<file path="src/logic/smcg_regs.vh">
`ifndef SMCG_REGS_VH
`define SMCG_REGS_VH
// ----------------------------------------
// sleep mode encodings
// ----------------------------------------
`define SMCG_MODE_W        3
`define SMCG_MODE_IDLE     3'h0
`define SMCG_MODE_ADCNR    3'h1
`define SMCG_MODE_PDOWN    3'h2
`define SMCG_MODE_PSAVE    3'h3
`define SMCG_MODE_STBY     3'h6
`define SMCG_MODE_XSTBY    3'h7
// ----------------------------------------
// clock enable vector bit positions
// ----------------------------------------
`define SMCG_EN_W          8
`define SMCG_EN_CPU        0
`define SMCG_EN_SRAM       1
`define SMCG_EN_TMR        2
`define SMCG_EN_SPI        3
`define SMCG_EN_IRQ        4
`define SMCG_EN_IO         5
`define SMCG_EN_ADC        6
`define SMCG_EN_ATMR       7
`define SMCG_EN_ALL        8'hFF
// ----------------------------------------
// controller states
// ----------------------------------------
`define SMCG_ST_RUN        2'h0
`define SMCG_ST_SLEEP      2'h1
`define SMCG_ST_WAKE       2'h2
`define SMCG_CNT_W         8
`define SMCG_WAKE_CYC      8'h04
`define SMCG_OSC_START_CYC 8'h40
`define SMCG_CNT_ZERO      8'h00
`define SMCG_CNT_ONE       8'h01
`define SMCG_EN_BIT        8'h01
`endif

</file>
<file path="src/logic/smcg_mode_decode.v">
`default_nettype none
// ----------------------------------------
// per-mode clock domain map
// ----------------------------------------
module smcg_mode_decode (
  // mode in
  input  wire [2:0] mode,
  // enables out
  output reg  [7:0] dom_en,
  output reg        osc_en,
  output reg        mode_ok
);
`include "smcg_regs.vh"
  // only six encodings name a sleep mode
  always @* begin
    dom_en  = 8'h00;
    osc_en  = 1'b0;
    mode_ok = 1'b1;
    case (mode)
      `SMCG_MODE_IDLE: begin
        dom_en = `SMCG_EN_ALL;
        dom_en[`SMCG_EN_CPU] = 1'b0;
        dom_en[`SMCG_EN_IO]  = 1'b0;
        dom_en[`SMCG_EN_ADC] = 1'b0;
        osc_en = 1'b1;
      end
      `SMCG_MODE_ADCNR: begin
        dom_en[`SMCG_EN_ADC]  = 1'b1;
        dom_en[`SMCG_EN_ATMR] = 1'b1;
        dom_en[`SMCG_EN_IRQ]  = 1'b1;
        osc_en = 1'b1;
      end
      `SMCG_MODE_PDOWN: begin
        dom_en[`SMCG_EN_IRQ] = 1'b1;
      end
      `SMCG_MODE_PSAVE: begin
        dom_en[`SMCG_EN_ATMR] = 1'b1;
        dom_en[`SMCG_EN_IRQ]  = 1'b1;
      end
      `SMCG_MODE_STBY: begin
        dom_en[`SMCG_EN_IRQ] = 1'b1;
        osc_en = 1'b1;
      end
      `SMCG_MODE_XSTBY: begin
        dom_en[`SMCG_EN_ATMR] = 1'b1;
        dom_en[`SMCG_EN_IRQ]  = 1'b1;
        osc_en = 1'b1;
      end
      default: begin
        dom_en  = `SMCG_EN_ALL;
        osc_en  = 1'b1;
        mode_ok = 1'b0;
      end
    endcase
  end
endmodule
`default_nettype wire

</file>
<file path="src/logic/smcg_sleep_ctrl.v">
`default_nettype none
`include "smcg_regs.vh"
// ----------------------------------------
// sleep controller
// ----------------------------------------
module smcg_sleep_ctrl #(
  // wake with oscillator running, in core clock cycles
  parameter WAKE_CYC      = `SMCG_WAKE_CYC,
  // oscillator start-up, in core clock cycles
  parameter OSC_START_CYC = `SMCG_OSC_START_CYC
) (
  // clock and reset
  input  wire       core_clk,
  input  wire       sys_rst,
  // processor side
  input  wire [2:0] mode_sel,
  input  wire       mode_wr,
  input  wire       sleep_en,
  input  wire       sleep_req,
  // wake sources
  input  wire       irq_wake,
  input  wire       hw_reset_wake,
  // clock domain enables
  output reg  [7:0] clk_en,
  output reg        osc_en,
  output reg        cpu_run,
  output reg        asleep,
  output reg  [2:0] mode_q
);
  // ----------------------------------------
  // state codes and counts
  // ----------------------------------------
  // binary codes; the unused fourth code falls back to run
  localparam [1:0] ST_RUN   = `SMCG_ST_RUN;
  localparam [1:0] ST_SLEEP = `SMCG_ST_SLEEP;
  localparam [1:0] ST_WAKE  = `SMCG_ST_WAKE;
  // wake lengths at counter width
  localparam [7:0] WAKE_N   = WAKE_CYC;
  localparam [7:0] OSC_N    = OSC_START_CYC;
  // ----------------------------------------
  // internal signals
  // ----------------------------------------
  // sequencer
  reg  [1:0] state_q;
  reg  [1:0] state_d;
  reg  [7:0] cnt_q;
  reg  [7:0] cnt_d;
  // mode latch
  reg  [2:0] mode_d;
  // next output values
  reg  [7:0] clk_en_d;
  reg        osc_en_d;
  reg        cpu_run_d;
  reg        asleep_d;
  // mode map results
  wire [7:0] map_en;
  wire       map_osc;
  wire       map_ok;
  // wake and entry terms
  wire       wake;
  wire       enter_ok;
  wire       wake_done;
  // ----------------------------------------
  // helpers
  // ----------------------------------------
  // wake length; a stopped oscillator needs its start-up time first
  function [7:0] wake_len;
    input osc_ran;
    begin
      if (osc_ran) begin
        wake_len = WAKE_N;
      end else begin
        wake_len = OSC_N;
      end
    end
  endfunction
  // every domain live but the cpu, which is let go last
  function [7:0] hold_cpu;
    input [7:0] en;
    begin
      hold_cpu = en & ~(`SMCG_EN_BIT << `SMCG_EN_CPU);
    end
  endfunction
  // ----------------------------------------
  // mode map
  // ----------------------------------------
  // decoded from the latched code, never from the live select lines
  // refused codes show every domain live and mode_ok low
  smcg_mode_decode smcg_mode_decode_i (
    .mode    (mode_q),
    .dom_en  (map_en),
    .osc_en  (map_osc),
    .mode_ok (map_ok)
  );
  // ----------------------------------------
  // wake and entry terms
  // ----------------------------------------
  // any wake source counts; reset also wakes from power-down
  assign wake = irq_wake | hw_reset_wake;
  // refused: sleep not allowed, code names no mode, code written in
  // the same cycle (map still shows the old one), wake already pending
  // trade: a write and a request together lose the request
  assign enter_ok = sleep_req & sleep_en & map_ok & ~mode_wr & ~wake;
  // one is the final count; zero only guards a lost load
  // limitation: a wake held high through the count is not seen again
  assign wake_done = (cnt_q <= `SMCG_CNT_ONE);
  // ----------------------------------------
  // sequencer
  // ----------------------------------------
  // next state; unknown mode codes are refused so the cpu never hangs
  always @* begin
    state_d = state_q;
    cnt_d   = cnt_q;
    mode_d  = mode_q;
    case (state_q)
      ST_RUN: begin
        // a new code is only taken while running
        if (mode_wr) begin
          mode_d = mode_sel;
        end
        // sleep needs the code written at least a cycle earlier
        if (enter_ok) begin
          state_d = ST_SLEEP;
        end
      end
      ST_SLEEP: begin
        // mode and counter hold; the map stays as entered
        if (wake) begin
          state_d = ST_WAKE;
          // stopped oscillator needs start-up time, running one does not
          cnt_d   = wake_len(map_osc);
        end
      end
      ST_WAKE: begin
        // count down; wake sources are not looked at here
        if (wake_done) begin
          state_d = ST_RUN;
          cnt_d   = `SMCG_CNT_ZERO;
        end else begin
          cnt_d = cnt_q - `SMCG_CNT_ONE;
        end
      end
      default: begin
        // unused code; back to run with a clean counter
        state_d = ST_RUN;
        cnt_d   = `SMCG_CNT_ZERO;
      end
    endcase
  end
  // ----------------------------------------
  // state registers
  // ----------------------------------------
  // contents held through every mode
  // reset is asynchronous; its release is taken as clean to core_clk
  always @(posedge core_clk or posedge sys_rst) begin
    if (sys_rst) begin
      state_q <= `SMCG_ST_RUN;
      cnt_q   <= `SMCG_CNT_ZERO;
      mode_q  <= `SMCG_MODE_IDLE;
    end else begin
      state_q <= state_d;
      cnt_q   <= cnt_d;
      mode_q  <= mode_d;
    end
  end
  // ----------------------------------------
  // next enables
  // ----------------------------------------
  // follow the next state, so enables and state move at one edge
  always @* begin
    clk_en_d  = `SMCG_EN_ALL;
    osc_en_d  = 1'b1;
    cpu_run_d = 1'b1;
    asleep_d  = 1'b0;
    case (state_d)
      ST_SLEEP: begin
        // asleep: the mode map decides
        // power-down leaves only the interrupt domain live
        clk_en_d  = map_en;
        osc_en_d  = map_osc;
        cpu_run_d = 1'b0;
        asleep_d  = 1'b1;
      end
      ST_WAKE: begin
        // oscillator and peripherals first, cpu once the count ends
        clk_en_d  = hold_cpu(`SMCG_EN_ALL);
        osc_en_d  = 1'b1;
        cpu_run_d = 1'b0;
      end
      default: begin
        // running: every domain restored
        clk_en_d  = `SMCG_EN_ALL;
        cpu_run_d = 1'b1;
      end
    endcase
  end
  // ----------------------------------------
  // enable registers
  // ----------------------------------------
  // registered so the clock gates never see a decode glitch
  // reset leaves everything running, cpu included
  always @(posedge core_clk or posedge sys_rst) begin
    if (sys_rst) begin
      clk_en  <= `SMCG_EN_ALL;
      osc_en  <= 1'b1;
      cpu_run <= 1'b1;
      asleep  <= 1'b0;
    end else begin
      clk_en  <= clk_en_d;
      osc_en  <= osc_en_d;
      cpu_run <= cpu_run_d;
      asleep  <= asleep_d;
    end
  end
endmodule
`default_nettype wire

</file>
<file path="config.mk">
export PLATFORM = sky130hd
export DESIGN_NAME = smcg_sleep_ctrl
export DESIGN_NICKNAME = d
export VERILOG_FILES = /design/src/logic/smcg_mode_decode.v /design/src/logic/smcg_sleep_ctrl.v
export VERILOG_INCLUDE_DIRS = /design/src /design/src/logic
export SDC_FILE = /design/constraint.sdc
export NUM_CORES = 1
export LEC_CHECK = 0
export ABC_AREA = 1
export BUFFER_PORTS_ARGS = -buffer_cell sky130_fd_sc_hd__buf_2
export CAP_MARGIN = 20
export CORE_MARGIN = 5
export CORE_UTILIZATION = 48
export DETAILED_ROUTE_END_ITERATION = 6
export PLACE_DENSITY = 0.83
export SETUP_SLACK_MARGIN = 0.4
export SLEW_MARGIN = 10
export SYNTH_ARGS = -nofsm -noshare
export SYNTH_HDL_FRONTEND = slang
export SYNTH_SLANG_ARGS = --single-unit
</file>
<file path="constraint.sdc">
create_clock -name core_clk -period 1.73 [get_ports core_clk]
set_input_delay 0.4325 -clock core_clk [delete_from_list [all_inputs] [get_ports core_clk]]
set_output_delay 0.4325 -clock core_clk [all_outputs]
set_load 0.02 [all_outputs]
</file>
# Yosys cells after proc, flatten, opt, wreduce, memory -nomap -nowiden
# Cells that the tools add are included.
dict set report classes {
  eq_ne 10
  n_reduce_logical 10
  n_bitwise 8
  muxes 18
  n_lt_le_gt_ge 1
  addsub 1
}
# cell count
set op_table {}
lappend op_table {{one-hot mux 8 bit (3 select lines)} 1}
lappend op_table {{two-way mux 8 bit} 2}
lappend op_table {{one-hot mux 8 bit (2 select lines)} 1}
lappend op_table {{OR reduction 5 bit} 2}
lappend op_table {{less-or-equal comparator 8 x 1 -> 1 bit (second input constant)} 1}
lappend op_table {{two-way mux 1 bit} 8}
lappend op_table {{one-hot mux 4 bit (2 select lines)} 1}
lappend op_table {{subtractor 8 x 1 -> 8 bit (second input constant)} 1}
lappend op_table {{two-way mux 7 bit} 1}
lappend op_table {{== test 3 x 2 -> 1 bit (second input constant)} 2}
lappend op_table {{== test 3 bit (second input constant)} 2}
lappend op_table {{two-way mux 2 bit} 3}
lappend op_table {{one-hot mux 2 bit (3 select lines)} 1}
lappend op_table {{OR reduction 2 bit} 3}
lappend op_table {{OR reduction 6 bit} 1}
lappend op_table {{AND 1 bit} 4}
lappend op_table {{== test 2 x 1 -> 1 bit (second input constant)} 2}
lappend op_table {{== test 2 bit (second input constant)} 2}
lappend op_table {{AND reduction 2 bit} 2}
lappend op_table {{== test 3 x 1 -> 1 bit (second input constant)} 1}
lappend op_table {{zero test 3 bit} 1}
lappend op_table {{inverter 1 bit} 3}
lappend op_table {{zero test 2 bit} 1}
lappend op_table {{inequality test 2 bit (second input constant)} 1}
lappend op_table {{OR 1 bit} 1}
dict set report word_totals {
  out_inout_bits 14
  word_cells 55
  ff_bits 24
}

# Depth between registers and ports, before layout
# Gate-level depths: netlist of the first run.
dict set report depth {
  word_depth 11
  mapped_depth 14
}

# By module
# A second synthesis of the first run with hierarchy kept.
dict set report unflattened {
  cells_unflattened 175
  area_unflattened_um2 1370.1
}
# module instances area_per_inst_um2 seq_area_each_um2 cells_each
set by_module_without_submodules {}
lappend by_module_without_submodules {smcg_sleep_ctrl 1 1302.5 613.1 162}
lappend by_module_without_submodules {smcg_mode_decode 1 67.6 0.0 13}

# Worst setup path before layout of the first run
# Ideal clock, no wire load.
dict set report synth_timing {
  kind {flip-flop to flip-flop}
  from {register cnt_q[0]}
  to {register clk_en[3]}
  path_buffers 0
  stages_incl_launch_ff 13
  t_arrival_ps 1696
  path_slack_ps -49
  setup_ps 82
  synth_period_minus_slack_ps 1779
  cell_sequence {dfrtp_1 inv_1 ha_1 nor2_1 nor2_1 nand2_1 nand2_1 nand3_1 nand2_1 inv_1 ha_1 nor2_1 nand2_1}
}
dict set report synth_via {
  elab_chain_cells 5
}
# item line
set synth_rtl {}
lappend synth_rtl {{start, declared} smcg_sleep_ctrl.v:46} ;# reg [7:0] cnt_q;
lappend synth_rtl {{start signal, assigned} smcg_sleep_ctrl.v:158} ;# cnt_q <= `SMCG_CNT_ZERO;
lappend synth_rtl {{start signal, assigned} smcg_sleep_ctrl.v:162} ;# cnt_q <= cnt_d;
lappend synth_rtl {{less-or-equal comparator 8 x 1 -> 1 bit (no source line) *} n/a}
lappend synth_rtl {{two-way mux 2 bit *} smcg_sleep_ctrl.v:136} ;# if (wake_done) begin
lappend synth_rtl {{one-hot mux 2 bit (3 select lines) *} smcg_sleep_ctrl.v:115} ;# case (state_q)
lappend synth_rtl {{net state_d[1]} smcg_sleep_ctrl.v:45} ;# reg [1:0] state_d;
lappend synth_rtl {{== test 2 bit / == test 2 x 1 -> 1 bit (equally long branches)} smcg_sleep_ctrl.v:175} ;# case (state_d)
lappend synth_rtl {{one-hot mux 8 bit (2 select lines) *} smcg_sleep_ctrl.v:175}
lappend synth_rtl {{end signal, assigned} smcg_sleep_ctrl.v:204} ;# clk_en <= `SMCG_EN_ALL;
lappend synth_rtl {{end signal, assigned} smcg_sleep_ctrl.v:209} ;# clk_en <= clk_en_d;
lappend synth_rtl {{end, declared} smcg_sleep_ctrl.v:24} ;# output reg [7:0] clk_en,
# The timed path passes the listed nets; every way through them passes the cells marked *.
# A chain may end at the register's enable or synchronous reset.

# Final worst setup path of the first run
dict set report layout_timing {
  from {register cnt_q[1]}
  to {register clk_en[6]}
}
dict set report layout_via {
  elab_chain_cells 5
}
# item line
set layout_rtl {}
lappend layout_rtl {{less-or-equal comparator 8 x 1 -> 1 bit (no source line) *} n/a}
lappend layout_rtl {{two-way mux 2 bit *} smcg_sleep_ctrl.v:136}
lappend layout_rtl {{one-hot mux 2 bit (3 select lines) *} smcg_sleep_ctrl.v:115}
lappend layout_rtl {{net state_d[1]} smcg_sleep_ctrl.v:45}
lappend layout_rtl {{== test 2 bit / == test 2 x 1 -> 1 bit (equally long branches)} smcg_sleep_ctrl.v:175}
lappend layout_rtl {{one-hot mux 8 bit (2 select lines) *} smcg_sleep_ctrl.v:175}
lappend layout_rtl {{net clk_en_d[6]} smcg_sleep_ctrl.v:51} ;# reg [7:0] clk_en_d;
# Marks and branches as above.

==> out/metrics.sh, run 1 <==
LAYOUT_SETUP_WS_NS=-0.04873
DIEWIDTH_UM=60.78
DR.FIRST_ITER.DRC_COUNT=32
WORSTSKEWPAIRLATENCY_NS=0.32
DESIGN.PORTCOUNT=24
ANT_NETS=0
YOSYSWARNINGCOUNT=0
ANTENNADIODECOUNT=0
VIAS_PER_CELL=4.890
WL_PER_CELL_UM=12.85
LARGEST_NET_DEGREE_AT_THE_START_OF_GLOBAL_ROUTING=22
FAILED_CHECKS='setup timing'
OUTCOME='complete, but fails checks'
GRT_FIRST_PASS_WIRELENGTH_MM=4.850
FINALSETUPVIOLATIONS=5
POST_PLACE_SETUP_SLACK_NS=-0.07849
CRIT_PATH_CELL_TRACE='inv_2 > ha_2 > nor2_2 > nor2_1 > nand2_1 > nand2_2 > nand3_2 > nand2_4 > inv_2 > ha_4 > nor2_4 > nand2_1'
SYNTH.AVG_CELL_AREA_UM2=7.686
REPORT.FINAL.HOLD_VIOL_COUNT=0
MAX_STAGE_DELAY_NS=0.41
WORST_PATH_MAX_DELAY_CELL='dfrtp_1'
FINISH.UTILIZATION=0.6848
POSTPLACECELLAREA_UM2=1513
PERIOD_MINUS_SLACK_NS=1.779
INITIAL_ANTENNA_VIOLATION_COUNT=0
CRITICAL-PATH-TOP-DELAY-FAMILY='simple AND/OR/NAND/NOR gates'
SLEW_VIOLATIONS=0
POST_SYNTH_NUM_CELL_TYPES=19
GRT-OVFL-TOTAL=0
FLOORPLAN.CORE_AREA_UM2=2477
DIE_Y_UM=60.78
DESIGN.DIE.AREA_UM2=3694
FLOW.AREA_GROWTH_FROM_SYNTHESIS_PCT=37.11
DETAIL_ROUTE.FIRST_PASS.ITERATIONS=4
WORST_EP_ARRIVAL_TIME_NS=2.04
CLOCK_TREE_FROM_TRITONCTS='yes'
CRITICAL_PATH_PEAK_FANOUT=4
GRT_USE_TOTAL=0.1813
POST-ROUTE-DRC-COUNT=0
SYNTH.YOSYS.SEQ_AREA_SHARE=0.4317
FIN_SKEW_NS=0.002689
WIRE_LENGTH_REPORTED_BY_THE_DETAILED_ROUTER_MM=2.930
VDD.IR_DROP.WORST_uV=435.9
NUMBER_OF_GLOBAL_ROUTE_VIAS_BEFORE_REPAIR=1084
CLKSINKCOUNT=21
GRT_SETUP_UNREPAIRED='yes'
POSTSYNTHREGISTERBITS=21
CLOCKROOTBUFFER='clkbuf_4'
CLKSLEWWORSTSETUPHOLDPATHS_NS=0.12
CTS.PATH.MAX_BUFFERS=2
INITIAL_CORE_UTIL=0.4995
MAPPEDNETLISTNETS=180
NETLIST_AREA_UM2=1237
LAYOUT-DRIVE-GT1-SHARE=0.4444
SYNTHCELLS=161
CELLPOWERDENSITY_nW_PER_UM2=451.9
TIMING.MAX_CAP.VIOLATIONS=0
ROUTABILITYCONGESTION=0.8549
CTS_MADE_BUFFERS=3
FINALINSTANCEAREA_UM2=1697
H-TREE-DEPTH=1
LEAKAGE_POWER_TOTAL_nW=0.8252
HOLD_WC_PATH_TYPE='input pin to asynchronous set/reset pin'
WORSTSETUPENDPOINTTYPE='flop'
DP.FINAL_HPWL_MM=2.153
SETUP.WORST_PATH.START_CLASS='flop'
FINAL.PERIOD_UTILIZATION=1.028
LAYOUT.FILLER_CELLS=188
ROUTED-VIA-COUNT=1115
HIGHEST_CLOCK_RATE_GHz=0.5622
LAYOUT.CELLS.MOST_COMMON_LIST='nand2_1 (43), nor2_1 (18), inv_1 (15), buf_4 (14), dfrtp_1 (12)'
REPORT.POWER.TOTAL_mW=0.7667
SETUP.WORST_PATH.CLASS='flop to flop'
CRITICAL_PATH.N_BUFFERS_INVERTERS=2
FINAL_COMMON_CELL='nand2_1'
FINISH.NET_COUNT=218
STD_CELL_ROWS=18
BUFFER_PORTS.INSERTED=22
WORSTPATHREQUIRED_NS=1.99
worst min-delay path: stages:
cell and delay (ns):
buf_2 0.09, inv_1 0.04, buf_4 0.27
cell families (layout without fill, tap and decap cells):
family	count (synthesis)	after routing	synth area share
other	1	1	0.003030
AOI/OAI and AO/OA	14	14	0.05662
buffers and inverters	30	67	0.1062
adders and majority gates	9	9	0.09100
DFF	21	21	0.4318
and+or+nand+nor	85	85	0.3043
xor gates and xnor gates	1	1	0.007079
report_power, final:
part	switching [mW]	leakage [nW]	internal, mW
sequential	0	0.222	0.492
combinational	0.0186	0.586	0.0102
clock	0.159	0.0177	0.0868
total	0.178	0.825	0.589
Yosys cell counts:
| cell type | instances | area share |
|---|---|---|
| buf_6 | 1 | 0.0091 |
| nor3_1 | 1 | 0.0040 |
| ha_1 | 9 | 0.091 |
| nand2_2 | 2 | 0.010 |
| dfstp_2 | 7 | 0.15 |
| nor2_1 | 21 | 0.064 |
| dfrtp_1 | 14 | 0.28 |
| nand3_1 | 5 | 0.020 |
| inv_1 | 23 | 0.070 |
| nand2_4 | 1 | 0.0091 |
| a21oi_1 | 7 | 0.028 |
| o21ai_0 | 7 | 0.028 |
| nand3_2 | 4 | 0.032 |
| nand2_1 | 46 | 0.14 |
| nor2_2 | 5 | 0.025 |
| conb_1 | 1 | 0.0030 |
| xor2_1 | 1 | 0.0071 |
| inv_2 | 3 | 0.0091 |
| buf_4 | 3 | 0.018 |
metal layers:
metal,track usage,vias up,share of wire
li1,-,554,-
met1,0.2321,529,0.40
met2,0.3069,27,0.54
met3,0.02553,5,0.042
met4,0.07430,0,0.018
met5,0,-,0
through the flow:
step	TNS, ns	std cells	hold WS (ns)
floorplan	0	161	0.4038
global placement	0	217	0.4734
detailed placement	-0.2995	217	0.4798
finish	-0.1894	228	0.1212
global route	-0.7353	228	0.1546
CTS	0	223	0.1274
path summary, 6_finish.rpt:
path | startpoint | endpoint | slack (ns) | cells after the start
min in group core_clk | mode_sel[2] | mode_q[2]$_DFFE_PP0P_ | 0.37 | 3
setup / recovery | cnt_q[1]$_DFFE_PP0P_ | clk_en[6]$_DFF_PP1_ | -0.05 | 12
max in group asynchronous | sys_rst | clk_en[0]$_DFF_PP1_ | 1.34 | 3
hold / removal | sys_rst | mode_q[1]$_DFFE_PP0P_ | 0.12 | 3
setup reg to reg | cnt_q[1]$_DFFE_PP0P_ | clk_en[6]$_DFF_PP1_ | -0.05 | 12
hold reg to reg | cnt_q[7]$_DFFE_PP0P_ | cnt_q[7]$_DFFE_PP0P_ | 0.58 | 3
registers in the layout (all words and copies together), names as in the netlist:
register	count
clk_en	5
asleep	1
osc_en	1
mode_q	3
cpu_run	1
state_q	2
cnt_q	8
cell type report:
cell class              count  area, µm²  share of cell area
multi-input cells         110      695.7              0.4100
well taps                  30      37.54             0.02212
inverters                  26      100.1             0.05900
repair buffers             37      299.0              0.1763
clock buffers               3      22.52             0.01327
clock inverters             1      5.005            0.002950
flip-flops and latches     21      536.8              0.3164
what timing repair did:
item | 4_1_cts | 5_1_grt
setup endpoints to repair | 29 | 30
pin swaps | 3 | 4
resized for setup | 25 | 8
endpoints found under the hold margin | 0 | 0
hold buffers | 0 | 0
buffers inserted | 2 | 5
No activity file was read; power rests on OpenSTA's default activity.
==> run 2: changes to the inputs <==
--- a/config.mk
+++ b/config.mk
@@ -10,9 +10,9 @@
 export BUFFER_PORTS_ARGS = -buffer_cell sky130_fd_sc_hd__buf_2
 export CAP_MARGIN = 20
 export CORE_MARGIN = 5
-export CORE_UTILIZATION = 48
+export CORE_UTILIZATION = 40
 export DETAILED_ROUTE_END_ITERATION = 6
-export PLACE_DENSITY = 0.83
+export PLACE_DENSITY = 0.72
 export SETUP_SLACK_MARGIN = 0.4
 export SLEW_MARGIN = 10
 export SYNTH_ARGS = -nofsm -noshare
==> run 2 against run 1 <==
  * The flow now finishes without violations
  * Flip-flop and latch count stayed put
  * Sequential power hardly changed
  * Final cell count is 5.7% higher
  * Design area is 9.1% higher
  * Core utilization is 6.9 points lower
  * Combinational power is 2% lower
  * Critical path depth stayed put
  * Clock-buffer cell count stayed put
  * First-iteration DRC count is 16% lower
  * Routed wire length is 2.6% lower
  * Global-route usage is 3.8 points lower
  * Critical endpoint is now clk_en[5]$_DFF_PP1_
  * Largest cell class unchanged
  * Largest power group unchanged
==> out/metrics.sh, run 2 (synthesis results as in run 1) <==
HOLD_WC_PATH_TYPE='input pin to asynchronous set/reset pin'  # unchanged
INITIAL_CORE_UTIL=0.4121  # was 0.4995
FLOW.AREA_GROWTH_FROM_SYNTHESIS_PCT=49.54  # was 37.11%
TOP_REGISTER='cnt_q'  # unchanged
VIAS_PER_CELL=4.676  # was 4.890
PERIOD_MINUS_SLACK_NS=1.720  # was 1.779 ns
CTS.PATH.MAX_BUFFERS=2  # unchanged
STD_CELL_ROWS=20  # was 18
CLOCKROOTBUFFER='clkbuf_4'  # unchanged
ROUTABILITYCONGESTION=0.8122  # was 0.8549
REPORT.FINAL.HOLD_VIOL_COUNT=0  # unchanged
CLOCK_TREE_FROM_TRITONCTS='yes'  # unchanged
CLKSLEWWORSTSETUPHOLDPATHS_NS=0.12  # about the same
FINISH.NET_COUNT=228  # was 218
CELLPOWERDENSITY_nW_PER_UM2=415.1  # was 451.9 nW/µm²
WIRE_LENGTH_REPORTED_BY_THE_DETAILED_ROUTER_MM=2.855  # was 2.930 mm
FINAL_COMMON_CELL='nand2_1'  # unchanged
DESIGN.PORTCOUNT=24  # unchanged
SETUP.WORST_PATH.CLASS='flop to flop'  # unchanged
WORST_MARGIN_SLEW_NS=0.5173
DETAIL_ROUTE.FIRST_PASS.ITERATIONS=4  # unchanged
SLEW_HEADROOM=0.6548
CRITICAL_PATH_PEAK_FANOUT=4  # unchanged
POST-ROUTE-DRC-COUNT=0  # unchanged
SLEW_VIOLATIONS=0  # unchanged
FLOORPLAN.CORE_AREA_UM2=3003  # was 2477 µm²
DIE_Y_UM=65.62  # was 60.78 µm
TIMING.MAX_CAP.VIOLATIONS=0  # unchanged
CRIT_PATH_CELL_TRACE='inv_2 > ha_4 > nor2_1 > nor2_1 > nand2_1 > nand2_2 > nand3_2 > nand2_4 > inv_4 > ha_4 > nor2_4 > nand2_1'  # was inv_2 > ha_2 > nor2_2 > nor2_1 > nand2_1 > nand2_2 > nand3_2 > nand2_4 > inv_2 > ha_4 > nor2_4 > nand2_1
WORST_PATH_MAX_DELAY_CELL='dfrtp_2'  # was dfrtp_1
FINALSETUPVIOLATIONS=0  # was 5
LAYOUT-DRIVE-GT1-SHARE=0.4760  # was 0.4444
LAYOUT_TOP_REGISTERS='cnt_q (8), clk_en (5), mode_q (3)'  # unchanged
GRT_SETUP_UNREPAIRED='yes'  # unchanged
DESIGN.DIE.AREA_UM2=4306  # was 3694 µm²
GRT-OVFL-TOTAL=0  # unchanged
LARGEST_NET_DEGREE_AT_THE_START_OF_GLOBAL_ROUTING=15  # was 22
LAYOUT.CELLS.MOST_COMMON_LIST='nand2_1 (42), nor2_1 (18), buf_4 (18), buf_6 (17), inv_1 (15)'  # was nand2_1 (43), nor2_1 (18), inv_1 (15), buf_4 (14), dfrtp_1 (12)
ROUTED-VIA-COUNT=1127  # was 1115
GRT_USE_TOTAL=0.1435  # was 0.1813
BUFFER_PORTS.INSERTED=22  # unchanged
NUMBER_OF_GLOBAL_ROUTE_VIAS_BEFORE_REPAIR=1108  # was 1084
CRITICAL-PATH-TOP-DELAY-FAMILY='simple AND/OR/NAND/NOR gates'  # unchanged
FIN_TNS_SETUP_NS=0  # was -0.1894 ns
CTS_MADE_BUFFERS=3  # unchanged
ANTENNADIODECOUNT=0  # unchanged
WL_PER_CELL_UM=11.85  # was 12.85 µm
INITIAL_ANTENNA_VIOLATION_COUNT=0  # unchanged
SETUP.WORST_PATH.START_CLASS='flop'  # unchanged
MAX_STAGE_DELAY_NS=0.47  # was 0.41 ns
DP.FINAL_HPWL_MM=2.063  # was 2.153 mm
DIEWIDTH_UM=65.62  # was 60.78 µm
WORSTPATHREQUIRED_NS=1.98  # was 1.99 ns
LEAKAGE_POWER_TOTAL_nW=0.8993  # was 0.8252 nW
VDD.IR_DROP.WORST_uV=171.7  # was 435.9 µV
H-TREE-DEPTH=1  # unchanged
WORSTSETUPENDPOINTTYPE='flop'  # unchanged
ANT_NETS=0  # unchanged
FINAL.PERIOD_UTILIZATION=0.9942  # was 1.028
FIN_SKEW_NS=0.001791  # was 0.002689 ns
POST_PLACE_SETUP_SLACK_NS=-0.02491  # was -0.07849 ns
OUTCOME='completed'  # was complete, but fails checks
WORST_EP_ARRIVAL_TIME_NS=1.97  # was 2.04 ns
WORSTSKEWPAIRLATENCY_NS=0.31  # was 0.32 ns
CRITICAL_PATH.N_BUFFERS_INVERTERS=2  # unchanged
LARGEST_REGISTER_FFS=8  # unchanged
HIGHEST_CLOCK_RATE_GHz=0.5814  # was 0.5622 GHz
LAYOUT_SETUP_WS_NS=0.01003  # was -0.04873 ns
CLKSINKCOUNT=21  # unchanged
GRT_FIRST_PASS_WIRELENGTH_MM=4.767  # was 4.850 mm
HOLD_SLACK_NS=0.1260  # was 0.1212 ns
REPORT.POWER.TOTAL_mW=0.7681  # was 0.7667 mW
DR.FIRST_ITER.DRC_COUNT=27  # was 32
FINISH.UTILIZATION=0.6163  # was 0.6848
run 2: cell type report:
type / instances / area, µm²
flip-flops and latches: 21 / 536.8
repair buffers: 47 / 416.7
fillers: 243 / 1152
clock buffers: 3 / 22.52
multi-input cells: 110 / 718.2
well taps: 33 / 41.29
inverters: 26 / 110.1
clock inverters: 1 / 5.005
run 2: final timing paths:
| path | cells after the start | slack (ns) | endpoint | from |
|---|---|---|---|---|
| max | 12 | 0.01 | clk_en[5]$_DFF_PP1_ | cnt_q[0]$_DFFE_PP0P_ |
| min | 2 | 0.13 | mode_q[2]$_DFFE_PP0P_ | sys_rst |
| max reg2reg | 12 | 0.01 | clk_en[5]$_DFF_PP1_ | cnt_q[0]$_DFFE_PP0P_ |
| min reg2reg | 2 | 0.58 | cnt_q[0]$_DFFE_PP0P_ | cnt_q[0]$_DFFE_PP0P_ |
| max in group asynchronous | 3 | 1.08 | cnt_q[0]$_DFFE_PP0P_ | sys_rst |
| min in group core_clk | 3 | 0.38 | mode_q[0]$_DFFE_PP0P_ | mode_sel[0] |
run 2: stage by stage:
stage,std cells,instance area [µm²]
4_1_cts,235,1725
6_report,241,1851
5_1_grt,241,1851
3_3_place_gp,224,1546
3_5_place_dp,224,1546
2_1_floorplan,161,1339
run 2: what timing repair did:
action	4_1_cts	5_1_grt
hold buffers	0	0
pin swaps	9	8
endpoints found under the setup margin	29	30
buffers inserted	7	5
gates resized for setup	30	20
cloned	0	1
run 2: routing by layer:
layer | global-route usage | share of wire | up-vias
met5 | 0 | 0 | -
li1 | - | - | 579
met2 | 0.2378 | 0.47 | 16
met3 | 0.01880 | 0.028 | 4
met1 | 0.1789 | 0.48 | 528
met4 | 0.07772 | 0.023 | 0
run 2: report_power, final:
| group | switching (mW) | internal, mW | total (mW) |
|---|---|---|---|
| Combinational | 0.0181 | 0.0101 | 0.0282 |
| Sequential | 0 | 0.492 | 0.492 |
| Clock | 0.162 | 0.0865 | 0.248 |
